**config.mk**
```make
export PLATFORM = sky130hd
export DESIGN_NAME = analog_supervision_regs
export DESIGN_NICKNAME = d
export VERILOG_FILES = /design/src/logic/analog_supervision_pkg.sv /design/src/logic/analog_supervision_regs.sv /design/src/logic/status_sync.sv
export SDC_FILE = /design/constraint.sdc
export NUM_CORES = 1
export LEC_CHECK = 0
export ABC_CLOCK_PERIOD_IN_PS = 2700
export BUFFER_PORTS_ARGS = -buffer_cell sky130_fd_sc_hd__buf_4
export CAP_MARGIN = 5
export CORE_ASPECT_RATIO = 2
export CORE_MARGIN = 2
export CORE_UTILIZATION = 45
export CTS_CLUSTER_SIZE = 16
export DETAILED_ROUTE_END_ITERATION = 10
export PLACE_DENSITY = 0.77
export SYNTH_ARGS = -nofsm -noshare
export SYNTH_HDL_FRONTEND = slang
export SYNTH_SLANG_ARGS = --single-unit
export TNS_END_PERCENT = 20
```
**constraint.sdc**
```tcl
create_clock -name aclk -period 2.7 [get_ports aclk]
set_clock_uncertainty 0.1 [all_clocks]
set_input_delay 0.54 -clock aclk [delete_from_list [all_inputs] [get_ports aclk]]
set_output_delay 0.54 -clock aclk [all_outputs]
set_load 0.1 [all_outputs]
```
**src/logic/analog_supervision_pkg.sv**
```systemverilog
// Purpose: Shared constants and types of the analog supervision registers
// Assumes: 32-bit AXI4-Lite data, one register per aligned word
// Notes:   Byte address is four times the register index
`default_nettype none
package analog_supervision_pkg;
   // ***************
   // Bus and map
   // ***************
   localparam int ADDR_W = 8;
   localparam int IDX_W  = ADDR_W - 2;
   localparam logic [IDX_W-1:0] IDX_CTRL_FIRST  = 6'h01;
   localparam logic [IDX_W-1:0] IDX_CTRL_SECOND = 6'h02;
   localparam logic [IDX_W-1:0] IDX_STATUS      = 6'h03;
   localparam logic [IDX_W-1:0] IDX_EVENT       = 6'h06;
   localparam logic [IDX_W-1:0] IDX_EVENT_MASK  = 6'h07;
   localparam logic [1:0] RESP_OKAY   = 2'h0;
   localparam logic [1:0] RESP_SLVERR = 2'h2;
   // ***************
   // Fields and resets
   // ***************
   localparam int CF_HIGH_RAIL_EN = 6;
   localparam int CF_SECOND_EN    = 5;
   localparam int CF_CLK_OUT_EN   = 4;
   localparam int CF_TRIG_EN      = 3;
   localparam int CF_TRIM_LSB     = 0;
   localparam int CS_HIGH_MASK    = 6;
   localparam int CS_SECOND_MASK  = 5;
   localparam int CS_FILTER_MASK  = 4;
   localparam int CS_SEL_LSB      = 1;
   localparam int FIELD3_W        = 3;
   localparam logic [7:0] CTRL_FIRST_RESET  = 8'h74;
   localparam logic [7:0] CTRL_SECOND_RESET = 8'h60;
   localparam logic [7:0] STATUS_RESET      = 8'h00;
   localparam logic [7:0] EVENT_RESET       = 8'h00;
   localparam logic [7:0] CTRL_FIRST_WMASK  = 8'h7f;
   localparam logic [7:0] CTRL_SECOND_WMASK = 8'h7e;
   localparam logic [7:0] EVENT_WMASK       = 8'h7f;
   // ***************
   // Types
   // ***************
   typedef enum logic [2:0] {
      OUT_OFF, OUT_BUS_VOLTAGE, OUT_FILTER, OUT_HIGH_RAIL,
      OUT_SECOND_SUPPLY, OUT_ANALOG_CORE, OUT_BUS_CURRENT, OUT_TEMPERATURE
   } analog_out_sel_t;
   // Packed in status bit order 6..0
   typedef struct packed {
      logic high_rail_ok;
      logic second_supply_ok;
      logic bus_voltage_ok;
      logic filter_voltage_ok;
      logic xtal_running;
      logic thermal_warning_flag;
      logic thermal_shutdown_history;
   } monitor_t;
   localparam int MON_W = $bits(monitor_t);
   // ***************
   // Functions
   // ***************
   function automatic logic [IDX_W-1:0] reg_index(input logic [ADDR_W-1:0] addr);
      return addr[ADDR_W-1:2];
   endfunction
   function automatic logic [7:0] merge_byte(input logic [7:0] old_v,
                                              input logic [7:0] new_v,
                                              input logic [7:0] mask);
      return (old_v & ~mask) | (new_v & mask);
   endfunction
endpackage
`default_nettype wire

```
**src/logic/analog_supervision_regs.sv**
```systemverilog
// Purpose: Analog supervision register bank behind an AXI4-Lite slave
// Assumes: 25 MHz aclk, synchronous active-low reset
// Notes:   Monitor changes raise sticky events with a masked interrupt
//
// Contract
// RQ1 - First control register at index 0x01, reset 0x74, read/write.
// RQ2 - Bit 6 of first control enables the twenty-volt regulator.
// RQ3 - Bit 5 of first control enables the second DC-DC converter.
// RQ4 - Bit 4 of first control enables the clock output pin.
// RQ5 - Bit 3 set: trigger pin drives tx activity; clear: pin released.
// RQ6 - Bits 2 to 0 trim the twenty-volt current limit, codes 0 to 7.
// RQ7 - Second control register at index 0x02, reset 0x60, read/write.
// RQ8 - Bits 6, 5, 4 mask monitors from the save warning; 1 excludes.
// RQ9 - Bits 3 to 1 select analog output source; code 0 disables.
// RQ10 - Bits 0 and 7 of second control are reserved.
// RQ11 - Status register at index 0x03, read-only, resets to zero.
// RQ12 - Status bits 6, 5, 3 show high rail, second, filter supply good.
// RQ13 - Status bit 4 shows bus voltage above undervoltage threshold.
// RQ14 - Status bit 2 shows the crystal oscillator running.
// RQ15 - Status bit 1 shows a thermal warning.
// RQ16 - Status bit 0 shows that a thermal shutdown happened before.
// RQ17 - Reserved bits read zero and ignore writes.
// RQ18 - Status inputs are synchronised before they are read.
`default_nettype none
module analog_supervision_regs (
   input  wire logic                                    aclk,
   input  wire logic                                    aresetn,
   input  wire logic [analog_supervision_pkg::ADDR_W-1:0] awaddr,
   input  wire logic                                    awvalid,
   output logic                                         awready,
   input  wire logic [31:0]                             wdata,
   input  wire logic [3:0]                              wstrb,
   input  wire logic                                    wvalid,
   output logic                                         wready,
   output logic                                         bvalid,
   output logic [1:0]                                   bresp,
   input  wire logic                                    bready,
   input  wire logic [analog_supervision_pkg::ADDR_W-1:0] araddr,
   input  wire logic                                    arvalid,
   output logic                                         arready,
   output logic                                         rvalid,
   output logic [31:0]                                  rdata,
   output logic [1:0]                                   rresp,
   input  wire logic                                    rready,
   input  wire analog_supervision_pkg::monitor_t        monitors_raw,
   input  wire logic                                    tx_activity,
   output logic                                         high_rail_regulator_enable,
   output logic                                         second_converter_enable,
   output logic                                         clock_out_enable,
   output logic [2:0]                                   high_rail_current_trim,
   output logic                                         trigger_pin_o,
   output logic                                         trigger_pin_oe,
   output analog_supervision_pkg::analog_out_sel_t      analog_out_select,
   output logic                                         save_warning_signal_n,
   output logic                                         irq
);
   import analog_supervision_pkg::*;

   // ***************
   // State
   // ***************
   typedef struct packed {
      logic [7:0]        ctrl_first;
      logic [7:0]        ctrl_second;
      logic [7:0]        event_status;
      logic [7:0]        event_mask;
      monitor_t          prev;
      logic              aw_held;
      logic [ADDR_W-1:0] aw_addr;
      logic              w_held;
      logic [7:0]        w_data;
      logic              w_strb0;
      logic              awready;
      logic              wready;
      logic              bvalid;
      logic [1:0]        bresp;
      logic              arready;
      logic              rvalid;
      logic [31:0]       rdata;
      logic [1:0]        rresp;
      logic              trig_out;
      logic              save_n;
      logic              irq;
   } regs_state_t;

   regs_state_t st_reg;
   regs_state_t st_next;
   monitor_t    mon_sync;
   logic [7:0]  ev_set;
   logic        save_cond;

   // ***************
   // Monitor input
   // ***************
   // RQ18 two-stage sync
   status_sync #(
      .WIDTH (MON_W)
   ) u_sync (
      .aclk     (aclk),
      .aresetn  (aresetn),
      .async_in (monitors_raw),
      .sync_out (mon_sync)
   );

   assign ev_set = {1'b0, mon_sync ^ st_reg.prev};

   // RQ8 unmasked monitors drop the warning
   assign save_cond = (!mon_sync.high_rail_ok && !st_reg.ctrl_second[CS_HIGH_MASK])
                   || (!mon_sync.second_supply_ok && !st_reg.ctrl_second[CS_SECOND_MASK])
                   || (!mon_sync.filter_voltage_ok && !st_reg.ctrl_second[CS_FILTER_MASK])
                   || !mon_sync.bus_voltage_ok;

   // ***************
   // Next state
   // ***************
   always_comb begin
      logic read_clear;
      read_clear = 1'b0;
      st_next    = st_reg;
      st_next.prev = mon_sync;
      // Write address and data taken in either order
      if (awvalid && st_reg.awready) begin
         st_next.aw_held = 1'b1;
         st_next.aw_addr = awaddr;
      end
      if (wvalid && st_reg.wready) begin
         st_next.w_held  = 1'b1;
         st_next.w_data  = wdata[7:0];
         st_next.w_strb0 = wstrb[0];
      end
      if (st_reg.bvalid && bready) begin
         st_next.bvalid = 1'b0;
      end
      if (st_next.aw_held && st_next.w_held && !st_reg.bvalid) begin
         st_next.aw_held = 1'b0;
         st_next.w_held  = 1'b0;
         st_next.bvalid  = 1'b1;
         st_next.bresp   = RESP_OKAY;
         case (reg_index(st_next.aw_addr))
            // RQ1 first control write
            IDX_CTRL_FIRST: begin
               if (st_next.w_strb0) begin
                  // RQ17 reserved bit kept zero
                  st_next.ctrl_first = merge_byte(st_reg.ctrl_first, st_next.w_data,
                                                  CTRL_FIRST_WMASK);
               end
            end
            // RQ7 second control write
            IDX_CTRL_SECOND: begin
               if (st_next.w_strb0) begin
                  // RQ10 reserved bits kept zero
                  st_next.ctrl_second = merge_byte(st_reg.ctrl_second, st_next.w_data,
                                                   CTRL_SECOND_WMASK);
               end
            end
            IDX_EVENT_MASK: begin
               if (st_next.w_strb0) begin
                  st_next.event_mask = merge_byte(st_reg.event_mask, st_next.w_data,
                                                  EVENT_WMASK);
               end
            end
            // RQ11 read-only, write ignored
            IDX_STATUS, IDX_EVENT: begin
               st_next.bresp = RESP_OKAY;
            end
            default: begin
               st_next.bresp = RESP_SLVERR;
            end
         endcase
      end
      st_next.awready = !st_next.aw_held && !st_next.bvalid;
      st_next.wready  = !st_next.w_held && !st_next.bvalid;
      // Read channel
      if (st_reg.rvalid && rready) begin
         st_next.rvalid = 1'b0;
      end
      if (arvalid && st_reg.arready) begin
         st_next.rvalid = 1'b1;
         st_next.rresp  = RESP_OKAY;
         st_next.rdata  = 32'h0000_0000;
         case (reg_index(araddr))
            IDX_CTRL_FIRST: begin
               st_next.rdata[7:0] = st_reg.ctrl_first;
            end
            IDX_CTRL_SECOND: begin
               st_next.rdata[7:0] = st_reg.ctrl_second;
            end
            // RQ12 RQ13 RQ14 RQ15 RQ16 live monitor levels
            IDX_STATUS: begin
               st_next.rdata[7:0] = {1'b0, mon_sync};
            end
            IDX_EVENT: begin
               st_next.rdata[7:0] = st_reg.event_status;
               read_clear = 1'b1;
            end
            IDX_EVENT_MASK: begin
               st_next.rdata[7:0] = st_reg.event_mask;
            end
            default: begin
               st_next.rresp = RESP_SLVERR;
            end
         endcase
      end
      st_next.arready = !st_next.rvalid;
      // New events win over the read clear
      st_next.event_status = (read_clear ? EVENT_RESET : st_reg.event_status) | ev_set;
      st_next.irq = |(st_next.event_status & st_next.event_mask);
      // RQ5 trigger follows tx activity
      st_next.trig_out = tx_activity;
      st_next.save_n   = !save_cond;
   end

   always_ff @(posedge aclk) begin
      if (!aresetn) begin
         st_reg             <= '0;
         st_reg.ctrl_first  <= CTRL_FIRST_RESET;
         st_reg.ctrl_second <= CTRL_SECOND_RESET;
         st_reg.event_mask  <= EVENT_RESET;
      end else begin
         st_reg <= st_next;
      end
   end

   // ***************
   // Outputs
   // ***************
   assign awready = st_reg.awready;
   assign wready  = st_reg.wready;
   assign bvalid  = st_reg.bvalid;
   assign bresp   = st_reg.bresp;
   assign arready = st_reg.arready;
   assign rvalid  = st_reg.rvalid;
   assign rdata   = st_reg.rdata;
   assign rresp   = st_reg.rresp;
   assign irq     = st_reg.irq;
   // RQ2 regulator enable
   assign high_rail_regulator_enable = st_reg.ctrl_first[CF_HIGH_RAIL_EN];
   // RQ3 converter enable
   assign second_converter_enable = st_reg.ctrl_first[CF_SECOND_EN];
   // RQ4 clock output enable
   assign clock_out_enable = st_reg.ctrl_first[CF_CLK_OUT_EN];
   // RQ6 current limit trim
   assign high_rail_current_trim = st_reg.ctrl_first[CF_TRIM_LSB +: FIELD3_W];
   // RQ5 pin released when disabled
   assign trigger_pin_oe = st_reg.ctrl_first[CF_TRIG_EN];
   assign trigger_pin_o  = st_reg.trig_out;
   // RQ9 analog output source
   assign analog_out_select = analog_out_sel_t'(st_reg.ctrl_second[CS_SEL_LSB +: FIELD3_W]);
   assign save_warning_signal_n = st_reg.save_n;
endmodule // analog_supervision_regs
`default_nettype wire

```
**src/logic/status_sync.sv**
```systemverilog
// Purpose: Two-stage synchroniser for the monitor levels
// Assumes: Inputs may change at any time
// Notes:   First stage feeds only the second stage
`default_nettype none
module status_sync #(
   parameter int WIDTH = 7
) (
   input  wire logic             aclk,
   input  wire logic             aresetn,
   input  wire logic [WIDTH-1:0] async_in,
   output logic      [WIDTH-1:0] sync_out
);
   typedef struct packed {
      logic [WIDTH-1:0] first;
      logic [WIDTH-1:0] second;
   } sync_state_t;

   sync_state_t st_reg;
   sync_state_t st_next;

   always_comb begin
      st_next        = st_reg;
      st_next.first  = async_in;
      st_next.second = st_reg.first;
   end

   always_ff @(posedge aclk) begin
      if (!aresetn) begin
         st_reg <= '0;
      end else begin
         st_reg <= st_next;
      end
   end

   assign sync_out = st_reg.second;
endmodule // status_sync
`default_nettype wire

```
Word-level counts from Yosys, hierarchy flattened
Index checks and enable logic that the tools add are counted.

Output and inout port bits: 54. Bits in registers: 92. Logic and storage cells: 97.

Reductions and logical operators: 33. Multiplexer cells: 17. Equality and inequality tests: 10. Bitwise operators: 6.

Operator list (count): $pmux W8 S5 (1); $mux W35 (1); $mux W8 (4); $or A8 B7 Y8 (4); $eq A6 B2 Y1 const B (4); $eq A6 B3 Y1 const B (4); $logic_not A1 Y1 (13); $eq A6 B1 Y1 const B (2); $logic_and A1 B1 Y1 (12); $mux W10 (1); $reduce_or A5 Y1 (2); $mux W9 (1); $and A8 B8 Y8 (1); $reduce_or A8 Y1 (1); $xor A7 B7 Y7 (1); $mux W1 (6); $reduce_and A3 Y1 (2); $mux W2 (2); $logic_or A1 B1 Y1 (3); $mux W3 (1).

Longest topological paths before layout
Word-level depth: 8. Depth in mapped cells: 8.

Hierarchy
Synthesis repeated with hierarchy kept, for this count alone.

Cell total of the unflattened synthesis: 386. Area, all modules: 3683.5 um^2.

By module, submodules not included: analog_supervision_regs (cells each 357, area an instance 3291.9 um^2, times used 1, sequential area each 1381.3 um^2); status_sync (cells each 29, area an instance 391.6 um^2, times used 1, sequential area each 280.3 um^2).

Worst setup path before layout
OpenSTA, ideal clock, no wires.

Path kind: register to register. Start: reg st_reg (netlist bit awready). End: reg st_reg (netlist bit irq). Library setup time: 128 ps. Buffers on the path: 1. Cell stages (with the launch flop): 8. Slack: -93 ps. Data arrival time: 2565 ps. Cell sequence: dfxtp_1 and2_2 clkbuf_8 mux2i_1 a21oi_1 nand2_2 mux2i_1 o22ai_1.

Cells in the longest elaborated chain, start to end: 7. Elaborated cells on any way between the ends: 9. Classes of those cells: eq/ne (1); mux (3); bitwise (1); reduce/logical (4).

Ends and longest elaborated chain: start, declared (line analog_supervision_regs.sv:86) `regs_state_t st_reg;`; start signal, assigned (line analog_supervision_regs.sv:220) `st_reg <= st_next;`; $logic_and A1 B1 Y1 (*) (line analog_supervision_regs.sv:122) `if (awvalid && st_reg.awready) begin`; $mux W9 (*) (line analog_supervision_regs.sv:122); $eq A6 B3 Y1 / $logic_and A1 B1 Y1 (equally long branches) (line analog_supervision_regs.sv:139, analog_supervision_regs.sv:134); $mux W8 / $logic_and A1 B1 Y1 (equally long branches) (line analog_supervision_regs.sv:139, analog_supervision_regs.sv:134); $mux W8 (*) (line analog_supervision_regs.sv:134) `if (st_next.aw_held && st_next.w_held && !st_reg.bvalid) begin`; $and A8 B8 Y8 (*) (line analog_supervision_regs.sv:207) `st_next.irq = |(st_next.event_status & st_next.event_mask);`; $reduce_or A8 Y1 (*) (line analog_supervision_regs.sv:207).

Mark *: on every way between the ends. The rest lies on a longest branch, timed or not. A chain may end at the register's enable or synchronous reset.

Worst setup path after layout
Start: reg st_reg (netlist bit awready). End: reg st_reg (netlist bit high_rail_current_trim[2]).

Cells in the longest elaborated chain, start to end: 5. Elaborated cells on any way between the ends: 6. Classes of those cells: eq/ne (1); mux (1); reduce/logical (4).

Ends and longest elaborated chain (line): $logic_and A1 B1 Y1 (*) (analog_supervision_regs.sv:122); $mux W9 (*) (analog_supervision_regs.sv:122); branches (longest 2 deep; another with $eq A6 B1 Y1); $reduce_and A3 Y1 (no source line) (*).

Mark *: on every way between the ends.

==> flow_metrics.env <==
export IMPL_p_leak_nw=1.86
export IMPL_crit_fanout=12
export IMPL_first_iter_violations=229
export IMPL_power_mw=3.08
export IMPL_drt_pass1_iter_count=4
export IMPL_synthTopCellsByCount="dfxtp_1, buf_4, nand2_1"
export IMPL_antenna_found_initial=0
export IMPL_grt_overflow=0
export IMPL_peakVddDrop_mv=0.472
export IMPL_postCtsHoldBufs=0
export IMPL_syn_area_per_cell_um2=9.30
export IMPL_placementRows=46
export IMPL_diodes=0
export IMPL_fp_dieW_um=67.1
export IMPL_syn_cell_area_mm2=0.00359
export IMPL_pre_cts_ws_ns=0.225
export IMPL_largest_reg_flops=41
export IMPL_io_pins=121
export IMPL_wl_per_cell_um=14.3
export IMPL_crit_arrival_ns=2.28
export IMPL_syn_inst=386
export IMPL_numCtsBuffers=9
export IMPL_vias=2747
export IMPL_cp_end_kind="flip-flop"
export IMPL_cp_data_required_time_ns=2.81
export IMPL_path_class="flip-flop to flip-flop"
export IMPL_final_antenna_net_count=0
export IMPL_die_h_um=130
export IMPL_drive_gt1_share_pct=24.9
export IMPL_synth_top_area_cell="dfxtp_1"
export IMPL_grt_pass1_wl_um=12400
export IMPL_min_path_cells=2
export IMPL_cp_slowest_cell="and3_2"
export IMPL_grt_max_degree=45
export IMPL_path_depth=6
export IMPL_cap_violations=0
export IMPL_power_density_mw_per_mm2=715
export IMPL_hold_path_class="primary input to flip-flop"
export IMPL_synth_most_common_cell="dfxtp_1"
export IMPL_drc=0
export IMPL_rsz0062_at_grt="false"
export IMPL_synth_area_leaders="dfxtp_1, buf_4, mux2i_1"
export IMPL_synth_top_area_share_pct=46.3
export IMPL_final_setup_viol_count=0
export IMPL_area_delta_synth_final_pct=20.2
export IMPL_seq_area_mm2=0.00166
export IMPL_critical_path_buf_inv_count=0
export IMPL_yosysUniqueCellTypes=43
export IMPL_fin_crit_sh_pct=80.5
export IMPL_multiInputGateArea_mm2=0.00161
export IMPL_synthFlopType="dfxtp_1"
export IMPL_cts_tree="done"
export IMPL_fillers=731
export IMPL_clock_sinks=83
export IMPL_placedCellCount=526
export IMPL_port_buffers=62
export IMPL_start_util_pct=45.8
export IMPL_fmax_ghz=0.460
export IMPL_slew_limit_headroom_pct=57.8
export IMPL_startpoint_type="flip-flop"
export IMPL_dp_hpwl_um=5580
export IMPL_final_setup_tns_ns=0
export IMPL_ctsResizeCount=0
export IMPL_htreeDepth=3
export IMPL_worstRegToRegCells=6
export IMPL_avgViaCountPerCell=5.07
export IMPL_final_nets=508
export IMPL_grt_pass1_vias=2552
export IMPL_clkSlewWorstSetupHoldPaths_ns=0.06
export IMPL_cts_root_buffer="clkbuf_16"
export IMPL_die_area_mm2=0.00875
export IMPL_post_cts_buffers=0
export IMPL_hold_viol=0
export IMPL_cp_top_family="simple AND/OR/NAND/NOR gates"
export IMPL_status="finished clean"
export IMPL_fin_cells=542
export IMPL_finalWirelength_um=7760
export IMPL_clk_latency_ns=0.33
export IMPL_ys_ff_latch=83
export IMPL_timing_final_ws_setup_ns=0.526
export IMPL_worst_slew_pin_slew_ns=0.633
export IMPL_max_clock_path_buffers=2
export IMPL_synth_async_sr_flop_share_pct=0
export IMPL_slowest_delay_ns=0.44
export IMPL_synth_edf_count=0
export IMPL_grt_total_usage_pct=19.0
export IMPL_finalMaxSlewViolations=0
export IMPL_min_period_ns=2.17
export IMPL_ys_warn_count=0
export IMPL_gp_congestion=0.790
export IMPL_path_cells="and2_2 > a21oi_2 > a2111oi_4 > and3_2 > mux2i_1 > nand2_1"
export IMPL_ys_seq_area_share_pct=46.3
export IMPL_design_core_area_mm2=0.00783
cells by family (layout without fill, tap and decap cells):
logic type / after synthesis / after routing / synth area share, %
AO/OA/AOI/OAI: 70 / 70 / 13.1
other: 1 / 26 / 0.105
XOR/XNOR: 7 / 7 / 1.71
AND/OR/NAND/NOR: 132 / 132 / 19.0
flip-flops: 83 / 83 / 46.3
multiplexers: 29 / 29 / 8.30
buffers and inverters: 64 / 99 / 11.5
layout by cell type, fill, tap and decap left out, types with 3 or more instances in the layout:
| cell type | count |
|---|---|
| a211oi_1 | 3 |
| a21oi_1 | 28 |
| a221oi_1 | 7 |
| a22oi_1 | 3 |
| and2_1 | 28 |
| buf_4 | 76 |
| clkbuf_16 | 9 |
| conb_1 | 26 |
| dfxtp_1 | 81 |
| inv_1 | 6 |
| mux2_2 | 6 |
| mux2i_1 | 23 |
| nand2_1 | 31 |
| nand2b_1 | 3 |
| nand3_1 | 12 |
| nor2_1 | 30 |
| nor3_1 | 12 |
| o21ai_0 | 14 |
| o22ai_1 | 4 |
| xor2_1 | 7 |
worst paths after layout:
| kind | start | to | slack [ns] |
|---|---|---|---|
| worst max-delay path | awready | high_rail_current_trim[2] | 0.53 |
| worst min-delay path | monitors_raw[5] | u_sync.st_next[5] | 0.31 |
| worst max register to register | awready | high_rail_current_trim[2] | 0.53 |
| worst min register to register | st_reg[62] | awready | 0.32 |
metal layers:
layer / part of all wire (%) / GRT usage, % / vias up
li1: - / - / 1366
met1: 41 / 22.7 / 1272
met2: 50 / 31.2 / 92
met3: 5.6 / 4.74 / 17
met4: 3.1 / 8.88 / 0
met5: 0 / 0 / -
worst reg2reg max path, delay by kind of cell, from the launching register on:
kind               cells  cell delay (ns)
muxes                  1             0.23
and+or+nand+nor        3             0.83
DFF                    1             0.37
AOI/OAI and AO/OA      2             0.52
through the flow:
stage / area (um2) / hold slack [ns] / utilization, %
finish: 4310 / 0.307 / 55.1
global route: 4310 / 0.297 / 55.1
CTS: 4310 / 0.302 / 55.1
detailed placement: 4010 / 0.305 / 51.2
global placement: 4010 / 0.302 / 51.2
floorplan: 3680 / 0.292 / -
cell type report:
type                            instances  area share, %
Sequential cell                        83           38.6
Clock inverter                          7           1.91
Inverter                                6          0.522
Timing Repair Buffer                   77           13.7
Tap cell                               96           2.78
Clock buffer                            9           5.22
Multi-Input combinational cell        264           37.3
power by group:
group,switching (mW),leakage (nW),internal (mW)
registers,0.0320,0.678,1.28
logic,0.404,1.03,0.129
clock network,0.513,0.145,0.730
total,0.949,1.86,2.14
No activity file was read; power rests on OpenSTA's default activity.
